## src/include/acs_pkg.sv

```systemverilog
// Package with constants and types of the channel scan sequencer.
package acs_pkg;

  // ****************************************************************
  // Register map
  // ****************************************************************
  localparam logic [3:0] ADDR_CTRL     = 4'h0;
  localparam logic [3:0] ADDR_SETTLE   = 4'h1;
  localparam logic [3:0] ADDR_TIMEOUT  = 4'h2;
  localparam logic [3:0] ADDR_STATUS   = 4'h3;
  localparam logic [3:0] ADDR_RESULT   = 4'h4;
  localparam logic [3:0] ADDR_IRQ_STAT = 4'h5;
  localparam logic [3:0] ADDR_IRQ_EN   = 4'h6;
  localparam logic [3:0] ADDR_IRQ_CLR  = 4'h7;
  localparam logic [3:0] ADDR_ZERO_EXP = 4'h8;
  localparam logic [3:0] ADDR_SPAN_EXP = 4'h9;
  localparam logic [3:0] ADDR_CAL_TOL  = 4'hA;
  localparam logic [3:0] ADDR_CHIP_EN  = 4'hB;

  // ****************************************************************
  // Field positions
  // ****************************************************************
  localparam int CTRL_START_POS   = 0;
  localparam int CTRL_REREAD_POS  = 1;
  localparam int CTRL_CH_LSB      = 4;
  localparam int LATCH_CONV_POS   = 1;
  localparam int LATCH_CODE_LSB   = 4;
  localparam int IRQ_DONE_POS     = 0;
  localparam int IRQ_TMO_POS      = 1;
  localparam int IRQ_CAL_POS      = 2;
  localparam int IRQ_BITS         = 3;

  // ****************************************************************
  // Reset values and channel numbers
  // ****************************************************************
  localparam logic [15:0] SETTLE_RESET  = 16'h0040;
  localparam logic [15:0] TIMEOUT_RESET = 16'h1000;
  localparam logic [15:0] ZERO_EXP_RESET = 16'h0000;
  localparam logic [15:0] SPAN_EXP_RESET = 16'hFFFF;
  localparam logic [15:0] CAL_TOL_RESET = 16'h0000;
  localparam logic [2:0]  CHIP_EN_RESET = 3'h7;
  localparam logic [3:0]  CH_ZERO_REF   = 4'hE;
  localparam logic [3:0]  CH_SPAN_REF   = 4'hF;
  localparam logic [3:0]  CH_UPPER_BASE = 4'h8;

  // ****************************************************************
  // Types
  // ****************************************************************
  typedef enum logic [2:0] {
    ST_IDLE, ST_LATCH, ST_SETTLE, ST_CONVERT, ST_WAIT, ST_READ_MSB, ST_READ_LSB
  } acs_state_t;

  typedef struct packed {
    logic [3:0]  addr;
    logic [15:0] wdata;
    logic        wr;
    logic        rd;
  } acs_bus_req_t;

  typedef struct packed {
    acs_state_t      state;
    logic [7:0]      latch;
    logic            latchWr;
    logic            lowerGroupEnableN;
    logic            upperGroupEnableN;
    logic            convSelectN;
    logic            byteSelect;
    logic            dataRd;
    logic [3:0]      channel;
    logic [15:0]     settle;
    logic [15:0]     timeout;
    logic [15:0]     count;
    logic [15:0]     result;
    logic [7:0]      msb;
    logic [IRQ_BITS-1:0] irqStat;
    logic [IRQ_BITS-1:0] irqEn;
    logic [15:0]     zeroExp;
    logic [15:0]     spanExp;
    logic [15:0]     calTol;
    logic [2:0]      chipEn;
    logic            statusSync1;
    logic            statusSync2;
    logic            statusPrev;
    logic [15:0]     rdata;
  } acs_state_reg_t;

endpackage : acs_pkg

```

## src/core/acs_sequencer.sv

```systemverilog
// Channel scan sequencer driving an external converter, its latch and decoders.
`timescale 1ns/10ps
`default_nettype none

module acs_sequencer
  import acs_pkg::*;
(
  input  wire logic        clk_sys,           // System clock, 40 MHz.
  input  wire logic        rst,               // Asynchronous reset, active high.
  input  wire logic [3:0]  regAddr,           // Register address.
  input  wire logic [15:0] regWdata,          // Register write data.
  input  wire logic        regWr,             // Register write strobe.
  input  wire logic        regRd,             // Register read strobe.
  output logic      [15:0] regRdata,          // Read data, one cycle after strobe.
  output logic             conversion_done_irq, // Level interrupt.
  output logic      [7:0]  latchData,         // Channel-select latch byte.
  output logic             latchWrite,        // Latch write pulse.
  output logic             lowerGroupEnableN, // Lower buffer enable, active low.
  output logic             upperGroupEnableN, // Upper buffer enable, active low.
  output logic             convSelectN,       // Converter chip select, active low.
  output logic             byteSelectBit,     // Result byte select.
  output logic             dataReadStrobe,    // Converter data read pulse.
  input  wire logic [7:0]  convData,          // Converter data port.
  input  wire logic        conversionStatus,  // Converter status pin, low while busy.
  output logic      [2:0]  chipEnableN        // General output port chip enables.
);

  acs_state_reg_t s_q;
  acs_state_reg_t s_d;
  acs_bus_req_t   req;

  // Returns true when a sixteen-bit reading lies outside expected plus or minus tolerance.
  function automatic logic outOfTol(input logic [15:0] val, input logic [15:0] exp, input logic [15:0] tol);
    logic [15:0] diff;
    diff = (val > exp) ? 16'(val - exp) : 16'(exp - val);
    return diff > tol;
  endfunction : outOfTol

  assign req = '{addr: regAddr, wdata: regWdata, wr: regWr, rd: regRd};

  // ****************************************************************
  // Next-state logic
  // ****************************************************************
  always_comb begin
    logic risingStatus;
    logic calBad;
    risingStatus = s_q.statusSync2 & ~s_q.statusPrev;
    calBad = 1'b0;
    s_d = s_q;
    s_d.latchWr = 1'b0;
    s_d.dataRd = 1'b0;
    s_d.statusSync1 = conversionStatus;
    s_d.statusSync2 = s_q.statusSync1;
    s_d.statusPrev = s_q.statusSync2;
    s_d.rdata = 16'h0000;

    // Register writes steer the sequencer and its checks.
    if (req.wr) begin
      case (req.addr)
        ADDR_CTRL: begin
          if (s_q.state == ST_IDLE && req.wdata[CTRL_START_POS]) begin
            s_d.channel = req.wdata[CTRL_CH_LSB +: 4];
            s_d.latch = 8'h00;
            s_d.latch[LATCH_CODE_LSB +: 4] = req.wdata[CTRL_CH_LSB +: 4];
            s_d.latch[LATCH_CONV_POS] = 1'b1;
            s_d.latchWr = 1'b1;
            s_d.lowerGroupEnableN = 1'b1;
            s_d.upperGroupEnableN = 1'b1;
            s_d.state = ST_LATCH;
          end else if (s_q.state == ST_IDLE && req.wdata[CTRL_REREAD_POS]) begin
            s_d.count = s_q.settle;
            s_d.state = ST_CONVERT;
          end
        end
        ADDR_SETTLE:   s_d.settle = req.wdata;
        ADDR_TIMEOUT:  s_d.timeout = req.wdata;
        ADDR_IRQ_EN:   s_d.irqEn = req.wdata[IRQ_BITS-1:0];
        ADDR_ZERO_EXP: s_d.zeroExp = req.wdata;
        ADDR_SPAN_EXP: s_d.spanExp = req.wdata;
        ADDR_CAL_TOL:  s_d.calTol = req.wdata;
        ADDR_CHIP_EN:  s_d.chipEn = req.wdata[2:0];
        ADDR_IRQ_CLR:  s_d.irqStat = s_q.irqStat & ~req.wdata[IRQ_BITS-1:0];
        default: ;
      endcase
    end

    // Register reads show the sequencer's own state.
    if (req.rd) begin
      case (req.addr)
        ADDR_CTRL:     s_d.rdata = {8'h00, s_q.channel, 4'h0};
        ADDR_SETTLE:   s_d.rdata = s_q.settle;
        ADDR_TIMEOUT:  s_d.rdata = s_q.timeout;
        ADDR_STATUS:   s_d.rdata = {12'h000, (s_q.state != ST_IDLE), 3'(s_q.state)};
        ADDR_RESULT:   s_d.rdata = s_q.result;
        ADDR_IRQ_STAT: s_d.rdata = {13'h0000, s_q.irqStat};
        ADDR_IRQ_EN:   s_d.rdata = {13'h0000, s_q.irqEn};
        ADDR_ZERO_EXP: s_d.rdata = s_q.zeroExp;
        ADDR_SPAN_EXP: s_d.rdata = s_q.spanExp;
        ADDR_CAL_TOL:  s_d.rdata = s_q.calTol;
        ADDR_CHIP_EN:  s_d.rdata = {13'h0000, s_q.chipEn};
        default:       s_d.rdata = 16'h0000;
      endcase
    end

    // Sequencer walks acquire, convert, wait and read.
    case (s_q.state)
      ST_IDLE: ;
      ST_LATCH: begin
        // The latch pulse is high in this cycle, so the group enable falls in the next, as the pulse ends.
        if (s_q.channel < CH_UPPER_BASE) begin
          s_d.lowerGroupEnableN = 1'b0;
        end else begin
          s_d.upperGroupEnableN = 1'b0;
        end
        // Select stays high while the input is acquired, so no conversion starts early.
        s_d.convSelectN = 1'b1;
        s_d.count = s_q.settle;
        s_d.state = ST_SETTLE;
      end
      ST_SETTLE: begin
        // Converter tracks the input while read/convert and select stay high.
        s_d.convSelectN = 1'b1;
        s_d.latch[LATCH_CONV_POS] = 1'b1;
        if (s_q.count == 16'h0000) begin
          s_d.state = ST_CONVERT;
        end else begin
          s_d.count = 16'(s_q.count - 16'h0001);
        end
      end
      ST_CONVERT: begin
        s_d.latch[LATCH_CONV_POS] = 1'b0;
        s_d.latchWr = 1'b1;
        s_d.convSelectN = 1'b0;
        s_d.count = s_q.timeout;
        s_d.state = ST_WAIT;
      end
      ST_WAIT: begin
        if (risingStatus) begin
          s_d.latch[LATCH_CONV_POS] = 1'b1;
          s_d.latchWr = 1'b1;
          s_d.byteSelect = 1'b0;
          s_d.dataRd = 1'b1;
          s_d.state = ST_READ_MSB;
        end else if (s_q.count == 16'h0000) begin
          s_d.irqStat[IRQ_TMO_POS] = 1'b1;
          s_d.state = ST_IDLE;
        end else begin
          s_d.count = 16'(s_q.count - 16'h0001);
        end
      end
      ST_READ_MSB: begin
        s_d.msb = convData;
        s_d.byteSelect = 1'b1;
        s_d.dataRd = 1'b1;
        s_d.state = ST_READ_LSB;
      end
      ST_READ_LSB: begin
        s_d.result = {s_q.msb, convData};
        s_d.irqStat[IRQ_DONE_POS] = 1'b1;
        if (s_q.channel == CH_ZERO_REF) begin
          calBad = outOfTol({s_q.msb, convData}, s_q.zeroExp, s_q.calTol);
        end else if (s_q.channel == CH_SPAN_REF) begin
          calBad = outOfTol({s_q.msb, convData}, s_q.spanExp, s_q.calTol);
        end
        if (calBad) begin
          s_d.irqStat[IRQ_CAL_POS] = 1'b1;
        end
        s_d.byteSelect = 1'b0;
        s_d.state = ST_IDLE;
      end
      default: s_d.state = ST_IDLE;
    endcase
  end

  // ****************************************************************
  // State register
  // ****************************************************************
  always_ff @(posedge clk_sys or posedge rst) begin
    if (rst) begin
      s_q <= '{state: ST_IDLE, latch: 8'h00, latchWr: 1'b0, lowerGroupEnableN: 1'b1,
               upperGroupEnableN: 1'b1, convSelectN: 1'b1, byteSelect: 1'b0, dataRd: 1'b0,
               channel: 4'h0, settle: SETTLE_RESET, timeout: TIMEOUT_RESET, count: 16'h0000,
               result: 16'h0000, msb: 8'h00, irqStat: '0, irqEn: '0, zeroExp: ZERO_EXP_RESET,
               spanExp: SPAN_EXP_RESET, calTol: CAL_TOL_RESET, chipEn: CHIP_EN_RESET,
               statusSync1: 1'b1, statusSync2: 1'b1, statusPrev: 1'b1, rdata: 16'h0000};
    end else begin
      s_q <= s_d;
    end
  end

  // Outputs other than the interrupt come straight from the state register.
  assign regRdata            = s_q.rdata;
  assign conversion_done_irq = |(s_q.irqStat & s_q.irqEn);
  assign latchData           = s_q.latch;
  assign latchWrite          = s_q.latchWr;
  assign lowerGroupEnableN   = s_q.lowerGroupEnableN;
  assign upperGroupEnableN   = s_q.upperGroupEnableN;
  assign convSelectN         = s_q.convSelectN;
  assign byteSelectBit       = s_q.byteSelect;
  assign dataReadStrobe      = s_q.dataRd;
  assign chipEnableN         = s_q.chipEn;

endmodule : acs_sequencer

`default_nettype wire

```

## config.mk

```make
export PLATFORM = sky130hd
export DESIGN_NAME = acs_sequencer
export DESIGN_NICKNAME = d
export VERILOG_FILES = /design/src/include/acs_pkg.sv /design/src/core/acs_sequencer.sv
export SDC_FILE = /design/constraint.sdc
export NUM_CORES = 1
export LEC_CHECK = 0
export ABC_AREA = 1
export BUFFER_PORTS_ARGS = -buffer_cell sky130_fd_sc_hd__buf_2
export CAP_MARGIN = 10
export CORE_AREA = 3 3 137 172
export DETAILED_ROUTE_END_ITERATION = 8
export DIE_AREA = 0 0 140 175
export PLACE_DENSITY = 0.76
export SETUP_SLACK_MARGIN = 0.5
export SYNTH_ARGS = -nofsm -noshare
export SYNTH_HDL_FRONTEND = slang
export SYNTH_SLANG_ARGS = --single-unit
```

## constraint.sdc

```tcl
create_clock -name clk_sys -period 5.4 [get_ports clk_sys]
set_clock_uncertainty 0.2 [all_clocks]
set_input_delay 0.81 -clock clk_sys [delete_from_list [all_inputs] [get_ports clk_sys]]
set_output_delay 0.81 -clock clk_sys [all_outputs]
set_load 0.05 [all_outputs]
```

==> impl_metrics.env <==
export IMPL_run_status="completed"
export IMPL_post_route_period_util=0.708
export IMPL_cts_setup_buffers=0
export IMPL_ant_nets=0
export IMPL_hold_path_class="flop to flop"
export IMPL_hold_path_end="s_d[16]"
export IMPL_grt_first_pass_wirelength_um=65100
export IMPL_post_route_drc_count=0
export IMPL_die_w_um=140
export IMPL_synthesis_yosys_warnings=0
export IMPL_worstHoldPathCells=0
export IMPL_worst_slew_margin_relative_to_its_limit=0.223
export IMPL_number_of_antenna_violations_at_the_first_check_in_global_routing=0
export IMPL_cp_data_required_time_ns=5.52
export IMPL_post_drt_wl_per_cell_um=20.0
export IMPL_final_cell_mix="528 x nand2_1, 262 x inv_1, 178 x o21ai_0"
export IMPL_crit_reg2reg_launch="s_q[48]"
export IMPL_ys_flop_type="dfrtp_1"
export IMPL_finalNetCount=1950
export IMPL_antenna_cells=0
export IMPL_drv_cap=0
export IMPL_place_port_buffers=63
export IMPL_power_density_mw_per_mm2=456
export IMPL_gp_weighted_congestion=1.03
export IMPL_grt_met2_usage=0.589
export IMPL_first_global_vias=11600
export IMPL_seq_area_frac_synth=0.326
export IMPL_timing_max_transition_violations_final=0
export IMPL_critPathMaxFanout=17
export IMPL_synth_distinct_cells=51
export IMPL_timing_hold_violations_final=0
export IMPL_criticalPathCategory="primary input to flop"
export IMPL_ctsResizeCount=0
export IMPL_cts_buffers_inserted=17
export IMPL_clock_insertion_delay_worst_skew_ns=0.43
export IMPL_pin_count=67
export IMPL_hpwlAfterDp_um=33400
export IMPL_fin_worst_hold_slack_ns=0.161
export IMPL_die_y_um=175
export IMPL_cts_sinks=162
export IMPL_groute_usage_overall=0.342
export IMPL_fin_tns_setup_ns=0
export IMPL_rrSetupSlack_ns=1.64
export IMPL_worst_endpoint_arrival_ns=3.94
export IMPL_detail_route_vias_per_cell=5.79
export IMPL_endpoint_kind="flop"
export IMPL_utilization_of_the_core_after_routing=0.607
export IMPL_global_route_usage_met1=0.422
export IMPL_final_period_minus_worst_setup_slack_ns=3.83
export IMPL_clock_edge_transition_at_the_registers_on_the_reported_setup_and_hold_paths_ns=0.07
export IMPL_routed_wirelength_um=42200
export IMPL_leakage_nw=7.00
export IMPL_synth_edff_count=0
export IMPL_clock_fmax_ghz=0.261
export IMPL_final_setup_margin_ns=1.57
export IMPL_placement_rows=61
export IMPL_grt_overflow=0
export IMPL_rr_worst_depth=23
export IMPL_final_common_cell="nand2_1"
export IMPL_worst_setup_path_start_kind="primary input"
export IMPL_postSynthRegisterBits=162
export IMPL_postSynthAreaPerCell_um2=6.95
export IMPL_max_clock_path_buffers=2
export IMPL_timing_worst_slew_pin_value_ns=1.16
export IMPL_die_area_mm2=0.0245
export IMPL_vias=12200
export IMPL_grt_start_max_net_pins=163
export IMPL_critical_register_to_register_path_endpoint="s_q[75]"
export IMPL_synthesis_area_mm2=0.0125
export IMPL_synthCells=1802
export IMPL_area_delta_synth_final_pct=7.32
export IMPL_setup_violations_final=0
export IMPL_h_tree_depth=4
export IMPL_core_mm2=0.0221
export IMPL_preCtsSetupSlack_ns=1.22
export IMPL_grt_busiest_layer="met2"
export IMPL_hold_path_startpoint="s_d[17]"
export IMPL_asyncSetResetFlopFracSynth=1.00
export IMPL_peakVddDrop_mv=0.235
export IMPL_first_pass_iters=7
export IMPL_final_layout_size_suffix_gt1_frac=0.0978
export IMPL_cts_tree="yes"
export IMPL_grt_met3_usage=0.0528
export IMPL_1st_iter_drt_viols=1453
export IMPL_rsz_0062_raised_after_global_routing="no"
export IMPL_cts_root_buffer_cell="clkbuf_16"
export IMPL_post_cts_hold_buffer_count=0
export IMPL_floorplan_initialDensity=0.566
## critical path, cell delays in order
cell,delay (ns)
buf_2,0.15
inv_1,0.13
ha_1,0.41
nand2_1,0.12
inv_1,0.09
nand2_1,0.05
nand2_1,0.15
nand2_1,0.07
nand2_1,0.10
nand2_1,0.07
nand2_2,0.08
nand2_4,0.15
inv_4,0.21
nand2_1,0.07
nand2_1,0.08
inv_1,0.04
ha_1,0.29
nand2_1,0.08
nor2_1,0.15
and2_1,0.17
nand2_1,0.07
nor2_1,0.09
nor2_1,0.04
nand2_1,0.06
nand2_1,0.05
nand3_1,0.07
nand2_1,0.05
## Yosys cell counts (5+ instances only)
cell	number	area [um2]
o21ai_0	178	891
nand4_1	17	106
buf_4	31	233
inv_2	11	41.3
nand2_2	9	56.3
clkbuf_1	21	78.8
nand3_1	81	405
nor2_2	6	37.5
buf_2	17	85.1
o21ai_2	5	43.8
nor2_1	105	394
o22ai_1	32	200
inv_1	263	987
o21ai_1	21	105
nand2_1	528	1980
dfstp_2	27	709
and2_1	6	37.5
nor2_4	7	78.8
nor3_1	18	90.1
xor2_1	36	315
dfrtp_1	135	3380
a22oi_1	7	52.6
a21oi_1	86	430
ha_1	95	1190
## how the worst max path moves through the flow
stage                startpoint      end  slack [ns]  cells past startpoint
floorplan           convData[0]  s_q[75]        1.85                     26
global placement    convData[0]  s_q[75]        1.27                     25
detailed placement  convData[0]  s_q[75]        1.22                     25
CTS                 convData[0]  s_q[75]        1.65                     27
global route        convData[3]  s_q[75]        1.31                     27
finish              convData[3]  s_q[75]        1.57                     27
## stage by stage
step	total power [mW]	std cells	cell area (um2)
after floorplan	3.95	1804	12500
after detailed placement	4.76	2082	12800
after CTS	6.06	2113	13400
after global placement	4.72	2082	12800
after global routing	6.60	2113	13400
final	6.13	2113	13400
## where the power goes
part	switching (mW)	internal, mW	total (mW)
clock network	0.551	0.745	1.30
logic	2.06	1.01	3.07
registers	0.255	1.51	1.76
total	2.86	3.27	6.13
## registers in the layout, indices dropped and copies added (netlist names)
name	flops
chipEnableN	3
upperGroupEnableN	1
s_q	130
regRdata	16
latchData	5
s_d	2
byteSelectBit	1
lowerGroupEnableN	1
dataReadStrobe	1
convSelectN	1
latchWrite	1
## cell families after synthesis
| logic type | after synthesis | share of synthesized area |
|---|---|---|
| other | 1 | 0.000300 |
| AO/OA/AOI/OAI | 360 | 0.159 |
| buffers and inverters | 347 | 0.117 |
| XOR/XNOR | 40 | 0.0280 |
| adder cells (fa/ha/maj) | 99 | 0.101 |
| AND/OR/NAND/NOR | 793 | 0.268 |
| flip-flops | 162 | 0.326 |
## layout make-up
class	instances	area, um2
Timing Repair Buffer	66	350
Inverter	276	1040
Multi-Input combinational cell	1295	6980
Fill cell	2080	8700
Clock inverter	14	195
Clock buffer	17	425
Sequential cell	162	4090
Tap cell	283	354
## routing by layer
metal	wire, um	share of wire
met3	3010	0.071
met4	2300	0.054
met5	0	0
met2	20500	0.49
met1	16400	0.39
(Power assumes the default switching activity.)
